[src/hw/fsac_defs.svh]
`ifndef FSAC_DEFS_SVH
`define FSAC_DEFS_SVH

// ----------------------------------------------------------------------
// register offsets (byte addresses inside the control space)
// ----------------------------------------------------------------------
`define FSAC_ADDR_W 12
`define FSAC_HFS_OFF 12'hd2c
`define FSAC_MMFA_OFF 12'hd34
`define FSAC_BFA_OFF 12'hd38
`define FSAC_IST_OFF 12'hd40
`define FSAC_IMSK_OFF 12'hd44

// ----------------------------------------------------------------------
// field positions
// ----------------------------------------------------------------------
`define FSAC_HFS_FORCED_BIT 30
`define FSAC_HFS_VECT_BIT 1
`define FSAC_EV_FORCED 0
`define FSAC_EV_VECT 1
`define FSAC_EV_MM 2
`define FSAC_EV_BUS 3
`define FSAC_EV_N 4

// ----------------------------------------------------------------------
// reset values
// ----------------------------------------------------------------------
`define FSAC_HFS_RESET 1'b0
`define FSAC_ADDR_RESET 32'h0000_0000
`define FSAC_IRQ_RESET 4'h0
`define FSAC_RD_IDLE 32'h0000_0000

`endif

[src/hw/fsac_pkg.sv]
`include "fsac_defs.svh"

package fsac_pkg;

   // ----------------------------------------------------------------------
   // register port request, one cycle per access
   // ----------------------------------------------------------------------
   typedef struct packed {
      logic [`FSAC_ADDR_W-1:0] addr;
      logic [31:0] wdata;
      logic wr;
      logic rd;
      logic priv;
   } fsac_bus_s;

   // ----------------------------------------------------------------------
   // fault events reported by the core, one-cycle pulses
   // ----------------------------------------------------------------------
   typedef struct packed {
      logic forcedEsc;
      logic vectFault;
      logic mmFault;
      logic [31:0] memmanage_fault_address;
      logic busFault;
      logic [31:0] busAddr;
   } fsac_evt_s;

   // top-level state
   typedef struct packed {
      logic hfForced;
      logic hfVect;
      logic [`FSAC_EV_N-1:0] irqStat;
      logic [`FSAC_EV_N-1:0] irqMask;
      logic [31:0] rdData;
   } fsac_state_s;

   // capture register state
   typedef struct packed {
      logic [31:0] addr;
   } fsac_cap_s;

   // reset synchroniser state
   typedef struct packed {
      logic [1:0] sync;
   } fsac_rst_s;

endpackage

[src/hw/fsac_rst_sync.sv]
`timescale 1ns/10ps
`default_nettype none
`include "fsac_defs.svh"

module fsac_rst_sync (
   input wire logic sys_clk,
   input wire logic nrst,
   output logic rstSyncN
);
   import fsac_pkg::*;

   fsac_rst_s st;
   fsac_rst_s next_st;

   // shift ones in after release; assert is immediate, release is clean
   always_comb begin
      next_st.sync = {st.sync[0], 1'b1};
   end

   // constant on reset only; free of the clock enable on purpose
   always_ff @(posedge sys_clk or negedge nrst) begin
      if (!nrst) begin
         st <= '0;
      end else begin
         st <= next_st;
      end
   end

   assign rstSyncN = st.sync[1];

endmodule
`default_nettype wire

[src/hw/fsac_addr_capture.sv]
`timescale 1ns/10ps
`default_nettype none
`include "fsac_defs.svh"

module fsac_addr_capture (
   input wire logic sys_clk,
   input wire logic rstSyncN,
   input wire logic ce,
   input wire logic load,
   input wire logic [31:0] loadAddr,
   input wire logic swWr,
   input wire logic [31:0] swData,
   output logic [31:0] addr
);
   import fsac_pkg::*;

   fsac_cap_s st;
   fsac_cap_s next_st;

   // hardware capture beats a software write in the same cycle,
   // so a fault address is never lost to a racing store
   always_comb begin
      next_st = st;
      if (swWr) begin
         next_st.addr = swData;
      end
      if (load) begin
         next_st.addr = loadAddr;
      end
   end

   always_ff @(posedge sys_clk or negedge rstSyncN) begin
      if (!rstSyncN) begin
         st.addr <= `FSAC_ADDR_RESET;
      end else if (ce) begin
         st <= next_st;
      end
   end

   assign addr = st.addr;
endmodule
`default_nettype wire

[src/hw/fsac_fault_status.sv]
// Summary of operation
// RULE1: escalated unhandled fault sets forced flag bit 30
// RULE2: vector table bus error sets bit 1
// RULE3: other hard status bits always read zero
// RULE4: flags clear only on written one
// RULE5: only privileged accesses reach the registers
// RULE6: memory fault captures actual faulting sub-access address
// RULE7: split access address may be any spanned byte
// RULE8: memory fault address trusted only with valid flag
// RULE9: bus fault captures address requested by instruction
// RULE10: bus fault address trusted only with valid flag
// RULE11: handler reads other status registers on forced fault
`timescale 1ns/10ps
`default_nettype none
`include "fsac_defs.svh"

module fsac_fault_status (
   input wire logic sys_clk,
   input wire logic nrst,
   input wire logic ce,
   input wire fsac_pkg::fsac_bus_s busReq,
   output logic [31:0] rdData,
   input wire fsac_pkg::fsac_evt_s evt,
   input wire logic mmAddrValid,
   input wire logic busAddrValid,
   output logic [31:0] mmFaultAddr,
   output logic mmFaultAddrOk,
   output logic [31:0] busFaultAddr,
   output logic busFaultAddrOk,
   output logic forcedEscalation,
   output logic vectorReadFault,
   output logic irq
);
   import fsac_pkg::*;

   // ----------------------------------------------------------------------
   // decode helper
   // ----------------------------------------------------------------------

   // a privileged access to one offset; unprivileged ones never match
   function automatic logic regHit(
      input fsac_bus_s req,
      input logic [`FSAC_ADDR_W-1:0] off
   );
      return req.priv && (req.addr == off); // RULE5
   endfunction

   // ----------------------------------------------------------------------
   // reset and state
   // ----------------------------------------------------------------------
   logic rstSyncN;
   fsac_state_s st;
   fsac_state_s next_st;
   logic [`FSAC_EV_N-1:0] evVec;
   logic [`FSAC_EV_N-1:0] clrVec;
   logic wrHfs;
   logic wrIst;
   logic wrImsk;
   logic wrMmfa;
   logic wrBfa;
   logic [31:0] hfsWord;
   logic [31:0] istWord;
   logic [31:0] imskWord;

   fsac_rst_sync u_rst (
      .sys_clk(sys_clk),
      .nrst(nrst),
      .rstSyncN(rstSyncN)
   );

   // ----------------------------------------------------------------------
   // write decode
   // ----------------------------------------------------------------------

   // writes from unprivileged code fall through without effect
   assign wrHfs = busReq.wr && regHit(busReq, `FSAC_HFS_OFF); // RULE5
   assign wrIst = busReq.wr && regHit(busReq, `FSAC_IST_OFF);
   assign wrImsk = busReq.wr && regHit(busReq, `FSAC_IMSK_OFF);
   assign wrMmfa = busReq.wr && regHit(busReq, `FSAC_MMFA_OFF);
   assign wrBfa = busReq.wr && regHit(busReq, `FSAC_BFA_OFF);

   // ----------------------------------------------------------------------
   // address capture registers
   // ----------------------------------------------------------------------

   // the core hands over the aligned sub-access that faulted, which
   // lies somewhere inside the requested span for split accesses
   fsac_addr_capture u_mm_cap (
      .sys_clk(sys_clk),
      .rstSyncN(rstSyncN),
      .ce(ce),
      .load(evt.mmFault), // RULE6 RULE7
      .loadAddr(evt.memmanage_fault_address), // RULE6 RULE7
      .swWr(wrMmfa),
      .swData(busReq.wdata),
      .addr(mmFaultAddr)
   );

   // bus faults keep the address the instruction asked for, even when
   // an unaligned access failed on a later piece
   fsac_addr_capture u_bus_cap (
      .sys_clk(sys_clk),
      .rstSyncN(rstSyncN),
      .ce(ce),
      .load(evt.busFault), // RULE9
      .loadAddr(evt.busAddr), // RULE9
      .swWr(wrBfa),
      .swData(busReq.wdata),
      .addr(busFaultAddr)
   );

   // qualifiers come from the fault status registers kept elsewhere
   assign mmFaultAddrOk = mmAddrValid; // RULE8
   assign busFaultAddrOk = busAddrValid; // RULE10

   // ----------------------------------------------------------------------
   // events and interrupt clears
   // ----------------------------------------------------------------------

   // event vector in the status register layout
   assign evVec[`FSAC_EV_FORCED] = evt.forcedEsc;
   assign evVec[`FSAC_EV_VECT] = evt.vectFault;
   assign evVec[`FSAC_EV_MM] = evt.mmFault;
   assign evVec[`FSAC_EV_BUS] = evt.busFault;

   // per-bit write-one-to-clear of the interrupt status
   genvar gi;
   generate
      for (gi = 0; gi < `FSAC_EV_N; gi++) begin : g_clr
         assign clrVec[gi] = wrIst && busReq.wdata[gi];
      end
   endgenerate

   // ----------------------------------------------------------------------
   // read words
   // ----------------------------------------------------------------------

   // reserved positions tie to zero; debug bit is not kept here
   always_comb begin
      hfsWord = 32'h0000_0000; // RULE3
      hfsWord[`FSAC_HFS_FORCED_BIT] = st.hfForced;
      hfsWord[`FSAC_HFS_VECT_BIT] = st.hfVect;
      istWord = 32'h0000_0000;
      istWord[`FSAC_EV_N-1:0] = st.irqStat;
      imskWord = 32'h0000_0000;
      imskWord[`FSAC_EV_N-1:0] = st.irqMask;
   end

   // ----------------------------------------------------------------------
   // next state
   // ----------------------------------------------------------------------

   // in each flag the clear is applied first so that an event in the
   // same cycle still wins and is never dropped
   always_comb begin
      next_st = st;

      // forced escalation flag
      if (wrHfs && busReq.wdata[`FSAC_HFS_FORCED_BIT]) begin
         next_st.hfForced = 1'b0; // RULE4
      end
      if (evt.forcedEsc) begin
         next_st.hfForced = 1'b1; // RULE1
      end

      // vector-read fault flag
      if (wrHfs && busReq.wdata[`FSAC_HFS_VECT_BIT]) begin
         next_st.hfVect = 1'b0; // RULE4
      end
      if (evt.vectFault) begin
         next_st.hfVect = 1'b1; // RULE2
      end

      // interrupt status: sticky, write one clears, set wins
      next_st.irqStat = (st.irqStat & ~clrVec) | evVec;

      // mask is plain read/write
      if (wrImsk) begin
         next_st.irqMask = busReq.wdata[`FSAC_EV_N-1:0];
      end

      // read data stand only in the cycle after the strobe
      next_st.rdData = `FSAC_RD_IDLE;
      if (busReq.rd && busReq.priv) begin // RULE5
         case (busReq.addr)
            `FSAC_HFS_OFF: begin
               next_st.rdData = hfsWord; // RULE3
            end
            `FSAC_MMFA_OFF: begin
               next_st.rdData = mmFaultAddr;
            end
            `FSAC_BFA_OFF: begin
               next_st.rdData = busFaultAddr;
            end
            `FSAC_IST_OFF: begin
               next_st.rdData = istWord;
            end
            `FSAC_IMSK_OFF: begin
               next_st.rdData = imskWord;
            end
            default: begin
               next_st.rdData = `FSAC_RD_IDLE;
            end
         endcase
      end
   end

   // ----------------------------------------------------------------------
   // state register
   // ----------------------------------------------------------------------

   // clock enable low freezes everything, read data included
   always_ff @(posedge sys_clk or negedge rstSyncN) begin
      if (!rstSyncN) begin
         st.hfForced <= `FSAC_HFS_RESET;
         st.hfVect <= `FSAC_HFS_RESET;
         st.irqStat <= `FSAC_IRQ_RESET;
         st.irqMask <= `FSAC_IRQ_RESET;
         st.rdData <= `FSAC_RD_IDLE;
      end else if (ce) begin
         st <= next_st;
      end
   end

   // ----------------------------------------------------------------------
   // outputs
   // ----------------------------------------------------------------------
   assign rdData = st.rdData;
   assign forcedEscalation = st.hfForced;
   assign vectorReadFault = st.hfVect;
   // level output, drops as soon as software clears or masks
   assign irq = |(st.irqStat & st.irqMask);
endmodule
`default_nettype wire

[config.mk]
export PLATFORM = sky130hd
export DESIGN_NAME = fsac_fault_status
export DESIGN_NICKNAME = d
export VERILOG_FILES = /design/src/hw/fsac_pkg.sv /design/src/hw/fsac_rst_sync.sv /design/src/hw/fsac_addr_capture.sv /design/src/hw/fsac_fault_status.sv
export VERILOG_INCLUDE_DIRS = /design/src /design/src/hw
export SDC_FILE = /design/constraint.sdc
export NUM_CORES = 1
export LEC_CHECK = 0
export BUFFER_PORTS_ARGS = -buffer_cell sky130_fd_sc_hd__buf_4
export CORE_ASPECT_RATIO = 0.9
export CORE_UTILIZATION = 52
export DETAILED_ROUTE_END_ITERATION = 10
export HOLD_SLACK_MARGIN = 0.12
export PLACE_DENSITY_LB_ADDON = 0.05
export SYNTH_ARGS = -nofsm -noshare
export SYNTH_HDL_FRONTEND = slang
export SYNTH_HIERARCHICAL = 1
export SYNTH_SLANG_ARGS = --single-unit
[constraint.sdc]
create_clock -name sys_clk -period 7.7 [get_ports sys_clk]
set_input_delay 1.155 -clock sys_clk [delete_from_list [all_inputs] [get_ports sys_clk]]
set_output_delay 1.155 -clock sys_clk [all_outputs]
set_load 0.005 [all_outputs]
==> Word-level counts from Yosys, hierarchy flattened <==
Index checks and enable logic that the tools add are counted.
{ "totals": {"ff_bits": 108, "latch_bits": 0, "mem_bits_rw": 0, "romBits": 0, "in_bits": 120, "output_inout_bits": 101, "wordCells": 54, "n_memories": 0} }
{ "op_classes": {"add_sub_neg": 0, "n_mul": 0, "div": 0, "order_cmp": 0, "n_eq_ne": 5, "shifts": 0, "mux": 10, "n_bitwise": 4, "reduce_logical": 27} }
{ "op_table": {"columns": ["cell", "count"], "rows": [
  ["$mux 32", 5],
  ["$pmux 32 s5", 1],
  ["$eq 12x12->1 const B", 5],
  ["$logic_and 1x1->1", 17],
  ["$reduce_and 2->1", 5],
  ["$and 4x4->4", 2],
  ["$reduce_bool 2->1", 4],
  ["$mux 1", 4],
  ["$not 4->4", 1],
  ["$or 4x4->4", 1],
  ["$reduce_or 4->1", 1]
]} }

==> Depth between registers and ports, before layout <==
Gate-level depths: netlist of run 1.
{ "logic_depth": {"ltp_word": 7, "ltp_mapped": 12, "depth_no_buf": 7} }

==> Cells and area by module <==
Netlist of run 1, hierarchy kept.
{ "by_module_without_submodules": {"columns": ["module", "n_inst", "cells_each", "area_each_um2", "seq_area_each_um2"], "rows": [
  ["fsac_addr_capture", 2, 151, 1521.5, 800.8],
  ["fsac_fault_status", 1, 217, 2212.1, 1051.0],
  ["fsac_rst_sync", 1, 3, 53.8, 50.0]
]} }

==> Worst setup path after synthesis of run 1 <==
No wires, ideal clock.
{ "synth_path": {"path_kind": "input -> register", "from": "input port busReq[37] in the netlist's numbering", "to": "register, netlist name u_bus_cap/addr[10]", "setup_ns": 0.126, "arrival_ns": 2.723, "required_time_ns": 7.574, "path_slack_ns": 4.851, "cell_stages": 11, "path_buffers": 4, "cell_sequence": "buf_2 nor2b_2 and3_1 buf_4 buf_4 inv_1 nor2_1 nand2_1 clkbuf_1 o32ai_1 nor2_1"} }
{ "synth_via": {"elab_chain_len": 5} }
{ "synth_rtl": {"columns": ["element", "line", "rtl"], "rows": [
  ["from (decl)", "fsac_fault_status.sv:21", "input wire fsac_pkg::fsac_bus_s busReq,"],
  ["$eq 12x12->1", "fsac_fault_status.sv:45", "return req.priv && (req.addr == off);"],
  ["$logic_and 1x1->1", "fsac_fault_status.sv:45", null],
  ["$logic_and 1x1->1", "fsac_fault_status.sv:80", "assign wrBfa = busReq.wr && regHit(busReq, `FSAC_BFA_OFF);"],
  ["net wrBfa", "fsac_fault_status.sv:60", "logic wrBfa;"],
  ["$reduce_bool 2->1 (no source line)", null, null],
  ["$reduce_and 2->1 (no source line)", null, null]
]} }
The timed path passes the listed nets, and every way through them passes these cells.
A chain may end at the register's enable or synchronous reset.

==> Final worst setup path of run 1 <==
{ "layout_path": {"from": "input port ce", "to": "register, netlist name u_mm_cap/addr[20]"} }
{ "layout_via": {"elab_chain_len": 1} }
{ "layout_rtl": {"columns": ["element", "line", "rtl"], "rows": [
  ["from (decl)", "fsac_fault_status.sv:20", "input wire logic ce,"],
  ["$reduce_and 2->1 (no source line)", null, null]
]} }
No other way between the ends.

==> flow_metrics.tcl, run 1 <==
set metrics [dict create \
    run_status "complete, no violations" \
    final_area_sq_um 7140 \
    dieArea_sq_um 10600 \
    max_freq_ghz 0.278 \
    clock_skew_ns 0.0156 \
    io_pins 221 \
    path_max_fanout 112 \
    ys.flop_type "dfrtp_1" \
    post-route-period-util_pct 46.7 \
    hold_path.class "reg2reg" \
    synth_area_sq_um 5310 \
    synthTopCellsByArea "dfrtp_1 51%, o22ai_1 11%, o32ai_1 10%" \
    postRouteAntennaNets 0 \
    grt_pass1_wl_mm 27.7 \
    clkLatencyLatePin_ns 0.35 \
    cp_data_required_time_ns 7.91 \
    antenna_found_initial 0 \
    slew_violations 0 \
    ys_seq_elements 108 \
    combPwrFrac_pct 19.0 \
    clk_pin_slew_ns 0.08 \
    track_usage_pct 33.5 \
    p_int_uw 993 \
    fillers 785 \
    wl_met3_mm 1.69 \
    drc 0 \
    ys_types 40 \
    cts_buffers 9 \
    die_y_um 97.9 \
    top_layer "met4" \
    p_sw_uw 407 \
    placed_cell_area_sq_um 6860 \
    rows 34 \
    wl_mm 17.5 \
    cts_resized 0 \
    vdd_drop_max_uv 121 \
    grt_max_degree 113 \
    htree_levels 3 \
    cp.arrival_ns 3.81 \
    dr.pass1.iters 5 \
    max_cap_violations 0 \
    swShare_pct 29.1 \
    core_sq_um 9780 \
    seq_power_share_pct 48.9 \
    dr_wl_met2_mm 8.33 \
    final.min_clock_period_ns 3.59 \
    cts-root-buf "clkbuf_16" \
    gp_congestion 0.946 \
    dpl.hpwl_mm 11.4 \
    grt_pass1_vias 5257 \
    met1_length_mm 7.06 \
    avgSynthCellArea_sq_um 10.2 \
    layout_common_cells "222 x buf_4, 107 x dfrtp_1, 95 x o22ai_1" \
    grt.overflow.total 0 \
    synth_top_area_share_pct 50.9 \
    antenna_cells 0 \
    vias_per_cell 6.53 \
    io_buffers 216 \
    setup_viol 0 \
    final_layout_size_suffix_gt1_share_pct 35.4 \
    power_leakage_uw 0.00311 \
    yosysSeqAreaShare_pct 50.9 \
    cts_setup_buffers 0 \
    synth_fp_nets 642 \
    dieWidth_um 109 \
    cts_tree "done" \
    drt-initial-drc-count 568 \
    yosys_warnings 6 \
    synth_edf_count 0 \
    wl_per_cell_um 20.9 \
    post_synth_inst_count 522 \
    tns_ns 0 \
    worst_pin_slew_ns 1.34 \
    clockBufferDepth 2 \
    postCtsHoldBufs 0 \
    end_kind "flip-flop" \
    hold_viol 0 \
    path_class "in2reg" \
    clockPowerShare_pct 32.1 \
    start_util_pct 54.3 \
    rsz0062_at_grt "false" \
    area_growth_pct 34.6 \
    multi_input_area_sq_um 2190 \
    clock_sinks 108 \
    final_nets 825 \
    slew-limit-headroom_pct 10.8 \
    start_kind "primary input" \
    vias 5460 \
    power.density_nw_per_um2 196 \
    layout_commonest_cell "buf_4" \
    regArea_sq_um 2710 \
    async_flop_share_pct 100 \
    yosys.area.top_type "dfrtp_1" \
]
state kept, by name, summed over array words and instances (netlist names):
signal,cells
forcedEscalation,1
imskWord,4
istWord,4
rdData,32
u_bus_cap/addr,32
u_mm_cap/addr,32
u_rst/st,2
vectorReadFault,1
Yosys cell counts, types with 2 or more instances:
library cell and number:
inv_1 36, nand2_1 7, and3_1 3, mux2_4 4, or2_1 2, buf_6 7
nand2b_1 7, dfrtp_1 108, o22ai_1 95, clkbuf_1 21, buf_4 4, nand3_1 6
buf_2 18, nor2b_1 3, a22oi_1 32, mux2_2 3, nor3_1 5, a21oi_1 2
nor2_1 68, a22o_1 10, o32ai_1 62
cell families after synthesis:
family | count (synthesis) | synth area share (%)
compound gates | 207 | 28.9
simple gates | 112 | 10.4
flops | 108 | 50.9
buf+inv | 86 | 7.78
mux | 8 | 1.96
other cells | 1 | 0.0706
final timing paths:
check	start	end	slack, ns	cells after the start
worst max-delay path	ce	u_mm_cap/addr[20]	4.11	4
worst min-delay path	u_rst/st[0]	u_rst/st[1]	0.36	0
worst max register to register	u_rst/st[1]	rdData[18]	6.10	1
worst min register to register	u_rst/st[0]	u_rst/st[1]	0.36	0
max in group asynchronous	u_rst/st[1]	rdData[18]	6.10	1
min in group asynchronous	u_rst/st[1]	u_mm_cap/addr[6]	0.37	0
metal layers:
layer  GRT usage, %  up-vias
li1               -     2388
met2           52.6      374
met4           10.7        0
met1           46.6     2660
met3           6.81       38
met5              0        -
final cells by class:
cell class                      instances  share of cell area, %
Clock buffer                           10                   3.20
Inverter                               36                   1.89
Multi-Input combinational cell        328                   30.7
Tap cell                              126                   2.21
Timing Repair Buffer                  222                   23.3
Sequential cell                       108                   37.9
Clock inverter                          6                  0.788
critical path, stage by stage:
cell and delay, ns:
buf_4 0.78, nand2_1 1.05, o32ai_1 0.59, nor2_1 0.11
stage by stage:
step | hold slack (ns) | util [%] | setup slack (ns) | cells | power (uW)
CTS | 0.362 | 73.0 | 4.25 | 836 | 1400
detailed placement | 0.343 | 70.1 | 3.89 | 820 | 958
global placement | 0.342 | 70.1 | 3.93 | 820 | 950
finish | 0.358 | 73.0 | 4.11 | 836 | 1400
global route | 0.371 | 73.0 | 3.95 | 836 | 1460
floorplan | 0.331 | - | 4.47 | 522 | 790
power by group through the flow:
stage / registers [uW] / logic, uW / clock network, uW
after floorplan: 686 / 104 / 0
after global placement: 692 / 258 / 0
after detailed placement: 694 / 265 / 0
after CTS: 683 / 265 / 456
after global routing: 693 / 288 / 475
final: 684 / 267 / 449
Note: power is estimated with default switching activity, not from simulation.
==> run 2: changes to the inputs <==
- CORE_UTILIZATION: 52 -> 48
- clock period: 7.7 -> 3.75 ns (I/O delays scaled with it)
==> run 2 against run 1 <==
Global-route usage down 2.0 points. Design area increased by 1.7%. Final cell count up 1.7%. Sequential share of layout area decreased by 0.62 points. Clock skew is 0.0064 ns lower. Critical path depth increased by 4. Worst setup slack got worse by 2.8 ns. Clock power increased by 140%. Utilization decreased by 5.8 points. Flip-flop and latch count stayed put. Hold slack lost 0.0082 ns. Highest routed layer unchanged.
==> flow_metrics.tcl, run 2 (synthesis results as in run 1) <==
set metrics [dict create \
    p_int_uw 2230 \
    end_kind "flip-flop" \
    run_status "complete, no violations" \
    power_leakage_uw 0.00316 \
    dr.pass1.iters 5 \
    die_y_um 102 \
    final_nets 832 \
    antenna_cells 0 \
    dpl.hpwl_mm 11.9 \
    fillers 850 \
    seq_power_share_pct 46.3 \
    start_util_pct 49.1 \
    start_kind "primary input" \
    regArea_sq_um 2710 \
    grt_pass1_vias 5126 \
    track_usage_pct 31.5 \
    clock_skew_ns 0.00917 \
    power.density_nw_per_um2 419 \
    largestRegisters "rdData (32), u_bus_cap/addr (32), u_mm_cap/addr (32)" \
    grt_pass1_wl_mm 27.5 \
    tns_ns 0 \
    clockBufferDepth 2 \
    drt-initial-drc-count 458 \
    place_ws_ns 0.948 \
    clockPowerShare_pct 35.5 \
    cp_top_family "simple AND/OR/NAND/NOR gates" \
    cts_tree "done" \
    hold_path.class "reg2async" \
    htree_levels 3 \
    drc 0 \
    final.min_clock_period_ns 2.49 \
    io_pins 221 \
    vias 5383 \
    path_max_fanout 19 \
    crit_buf_inv 2 \
    postRouteAntennaNets 0 \
    path_common_cell "buf_4" \
    clk_pin_slew_ns 0.07 \
    cts-root-buf "clkbuf_16" \
    layout_commonest_cell "buf_4" \
    path_cells "buf_4 -> nand4bb_4 -> or4_1 -> nor2b_1 -> nand2_1 -> buf_4 -> o32ai_1 -> nor2_1" \
    slew_violations 0 \
    area_growth_pct 36.8 \
    cp_data_required_time_ns 3.98 \
    slew-limit-headroom_pct 54.2 \
    clkLatencyLatePin_ns 0.35 \
    layout_common_cells "228 x buf_4, 107 x dfrtp_1, 95 x o22ai_1" \
    dieWidth_um 113 \
    grt_max_degree 48 \
    swShare_pct 26.8 \
    post-route-period-util_pct 66.3 \
    cp.arrival_ns 2.72 \
    multi_input_area_sq_um 2190 \
    dieArea_sq_um 11500 \
    rows 36 \
    vias_per_cell 6.33 \
    critical_path.max_stage_delay_ns 0.47 \
    finalWorstSetupSlack_ns 1.26 \
    vdd_drop_max_uv 294 \
    final_layout_size_suffix_gt1_share_pct 36.0 \
    max_cap_violations 0 \
    setup_viol 0 \
    worst_pin_slew_ns 0.685 \
    path_class "in2reg" \
    antenna_found_initial 0 \
    max_freq_ghz 0.402 \
    p_sw_uw 815 \
    gp_congestion 0.899 \
    io_buffers 216 \
    rsz0062_at_grt "false" \
    clock_sinks 108 \
    wl_per_cell_um 21.1 \
    hold_viol 0 \
    critPathSlowestCell "or4_1" \
    grt.overflow.total 0 \
    core_sq_um 10800 \
    cts_buffers 9 \
    wl_mm 18.0 \
    combPwrFrac_pct 18.3 \
]
-- run 2: cell count changes in the layout (fill, tap and decap cells not counted) --
cell / before / now
clkinv_8: 1 / 0
inv_6: 4 / 0
dlygate4sd3_1: 0 / 1
clkinvlp_4: 0 / 2
bufinv_16: 0 / 3
clkinv_2: 1 / 2
buf_4: 222 / 228
clkbuf_1: 1 / 0
-- run 2: final cells by class --
type	count	area share (%)
repair buffers	229	23.7
clock inverters	7	1.58
multi-input cells	328	30.2
inverters	36	1.86
clock buffers	9	3.10
flip-flops and latches	108	37.3
well taps	133	2.29
-- run 2: final timing paths --
path / start / to / cells past startpoint / slack (ns)
worst max register to register: imskWord[1] / rdData[1] / 4 / 2.43
worst min register to register: u_rst/st[1] / u_mm_cap/addr[2] / 0 / 0.35
worst min-delay path: u_rst/st[1] / u_mm_cap/addr[2] / 0 / 0.35
min in group sys_clk: u_rst/st[0] / u_rst/st[1] / 0 / 0.36
max in group asynchronous: u_rst/st[1] / imskWord[0] / 1 / 2.50
worst max-delay path: busReq[44] / u_mm_cap/addr[13] / 8 / 1.26
-- run 2: stage by stage --
step	instance area (sq um)	hold slack (ns)	total power [uW]	cells	util, %
floorplan	5310	0.267	1620	522	-
global placement	6910	0.342	1960	833	63.9
detailed placement	6910	0.338	1970	833	63.9
CTS	7260	0.363	3050	850	67.2
global route	7260	0.375	3160	850	67.2
finish	7260	0.350	3040	850	67.2
-- run 2: power groups by stage --
stage	combinational (uW)	clock [uW]	sequential (uW)
final	555	1080	1410
after detailed placement	548	0	1420
after global routing	600	1140	1420
after floorplan	213	0	1410
after CTS	551	1100	1400
after global placement	535	0	1420
-- run 2: repair_timing --
item,4_1_cts,5_1_grt
hold endpoints to repair,2,0
hold buffers,1,0
resized for setup,0,0
buffers inserted,0,0
-- run 2: routing by layer --
layer	wire length [um]	track usage, %	part of all wire, %	up-vias
met3	1850	7.84	10	38
met2	8290	48.5	46	372
met4	476	14.0	2.7	0
li1	-	-	-	2407
met1	7340	42.5	41	2566
met5	0	0	0	-
-- run 2: worst register-to-register path, cell delays in order (launching register included) --
cell	delay [ns]
dfrtp_1	0.40
mux2i_1	0.14
nor3_1	0.06
a2111oi_0	0.48
nor3_1	0.10
==> run 3: changes to the inputs <==
- CORE_UTILIZATION: 48 -> 44
- clock period: 3.75 -> 2.2 ns (I/O delays scaled with it)
==> run 3 against run 2 <==
Register-to-register slack worse by 1.4 ns. First-iteration DRC count is 1.5% higher. Highest routed layer unchanged. Sequential share of layout area is 0.42 points lower. Design area is 1.1% higher. Utilization is 3.7 points lower. Via count is 1.0% lower. Count of clock-buffer cells in the layout stayed put.
==> flow_metrics.tcl, run 3 (synthesis results as in run 1) <==
set metrics [dict create \
    clkLatencyLatePin_ns 0.35 \
    path_max_fanout 15 \
    vias_per_cell 6.04 \
    slew_violations 0 \
    antenna_cells 0 \
    cts_buffers 9 \
    tns_ns 0 \
    io_buffers 216 \
    r2r_cells 4 \
    dpl.hpwl_mm 12.4 \
    start_util_pct 45.9 \
    swShare_pct 28.7 \
    final_layout_size_suffix_gt1_share_pct 36.9 \
    seq_power_share_pct 49.2 \
    clk_pin_slew_ns 0.07 \
    hold_path.class "in2reg" \
    p_sw_uw 1390 \
    largestRegisters "rdData (32), u_bus_cap/addr (32), u_mm_cap/addr (32)" \
    cts_tree "done" \
    path_class "in2reg" \
    antenna_found_initial 0 \
    cp.arrival_ns 2.13 \
    max_cap_violations 0 \
    layout_commonest_cell "buf_4" \
    post-route-period-util_pct 86.4 \
    utilization_pct 63.5 \
    final_nets 842 \
    wl_per_cell_um 20.4 \
    final.min_clock_period_ns 1.90 \
    power_leakage_uw 0.00320 \
    max_freq_ghz 0.526 \
    end_kind "flip-flop" \
    cp_data_required_time_ns 2.42 \
    run_status "complete, no violations" \
    vias 5329 \
    combPwrFrac_pct 19.9 \
    grt_pass1_vias 5194 \
    power.density_nw_per_um2 662 \
    gp_congestion 0.890 \
    clock_sinks 108 \
    die_y_um 106 \
    grt_pass1_wl_mm 27.9 \
    rows 37 \
    drt-initial-drc-count 465 \
    dieArea_sq_um 12500 \
    wl_mm 18.1 \
    cts_resized 0 \
    clock_skew_ns 0.00498 \
    cts-root-buf "clkbuf_16" \
    hold_depth 3 \
    htree_levels 3 \
    postRouteAntennaNets 0 \
    dr.pass1.iters 5 \
    vdd_drop_max_uv 459 \
    rsz0062_at_grt "false" \
    clockPowerShare_pct 30.9 \
    dieWidth_um 118 \
    grt_max_degree 51 \
    track_usage_pct 28.6 \
    drc 0 \
    start_kind "primary input" \
    area_growth_pct 38.4 \
    io_pins 221 \
    hold_viol 0 \
    fillers 1032 \
    p_int_uw 3470 \
    setup_viol 0 \
    report.power.total_uw 4860 \
    grt.overflow.total 0 \
    clockBufferDepth 2 \
    core_sq_um 11600 \
    layout_common_cells "234 x buf_4, 107 x dfrtp_1, 95 x o22ai_1" \
]
## run 3: through the flow
| stage | setup slack (ns) | instance area, sq um | hold WS, ns | cells |
|---|---|---|---|---|
| after detailed placement | 0.0116 | 7070 | 0.114 | 866 |
| after global placement | 0.0139 | 7070 | 0.113 | 866 |
| final | 0.299 | 7350 | 0.222 | 883 |
| after floorplan | 0.176 | 5310 | 0.0344 | 522 |
| after global routing | 0.244 | 7350 | 0.225 | 883 |
| after CTS | 0.351 | 7350 | 0.214 | 883 |
## run 3: what timing repair did
action,in CTS,in global routing
buffers inserted,0,0
hold buffers,1,0
hold endpoints to repair,2,0
## run 3: final timing paths
kind / end / slack (ns) / from
max: u_mm_cap/addr[26] / 0.30 / busReq[44]
min: u_mm_cap/addr[12] / 0.22 / evt[45]
max reg2reg: rdData[1] / 1.00 / imskWord[1]
min reg2reg: u_mm_cap/addr[5] / 0.25 / u_rst/st[1]
max in group asynchronous: rdData[30] / 1.19 / u_rst/st[1]
min in group asynchronous: u_mm_cap/addr[5] / 0.25 / u_rst/st[1]
## run 3: final cells by class
type	instances	area, sq um	area share [%]
Multi-Input combinational cell	328	2190	29.9
Timing Repair Buffer	239	1850	25.1
Clock inverter	7	43.8	0.596
Sequential cell	108	2710	36.8
Clock buffer	9	225	3.07
Tap cell	156	195	2.66
Inverter	36	135	1.84
## run 3: power groups by stage
stage	logic, uW	registers, uW	clock network (uW)
finish	968	2390	1500
global route	1040	2420	1600
CTS	966	2390	1520
detailed placement	963	2420	0
global placement	944	2420	0
floorplan	363	2400	0
## run 3: per-layer routing
layer  vias to the layer above  share of wire, %  global-route usage [%]
met1                      2617                43                    38.7
li1                       2414                 -                       -
met2                       261                48                    46.2
met4                         0               2.0                    9.16
met3                        37               7.4                    5.74
met5                         -                 0                       0
## run 3: critical path, cell delays in order
cell and delay [ns]:
buf_4 0.11, nand4bb_4 0.23, or4_1 0.49, nor2b_1 0.24
nand2_1 0.10, buf_4 0.21, o32ai_1 0.32, nor2_1 0.09
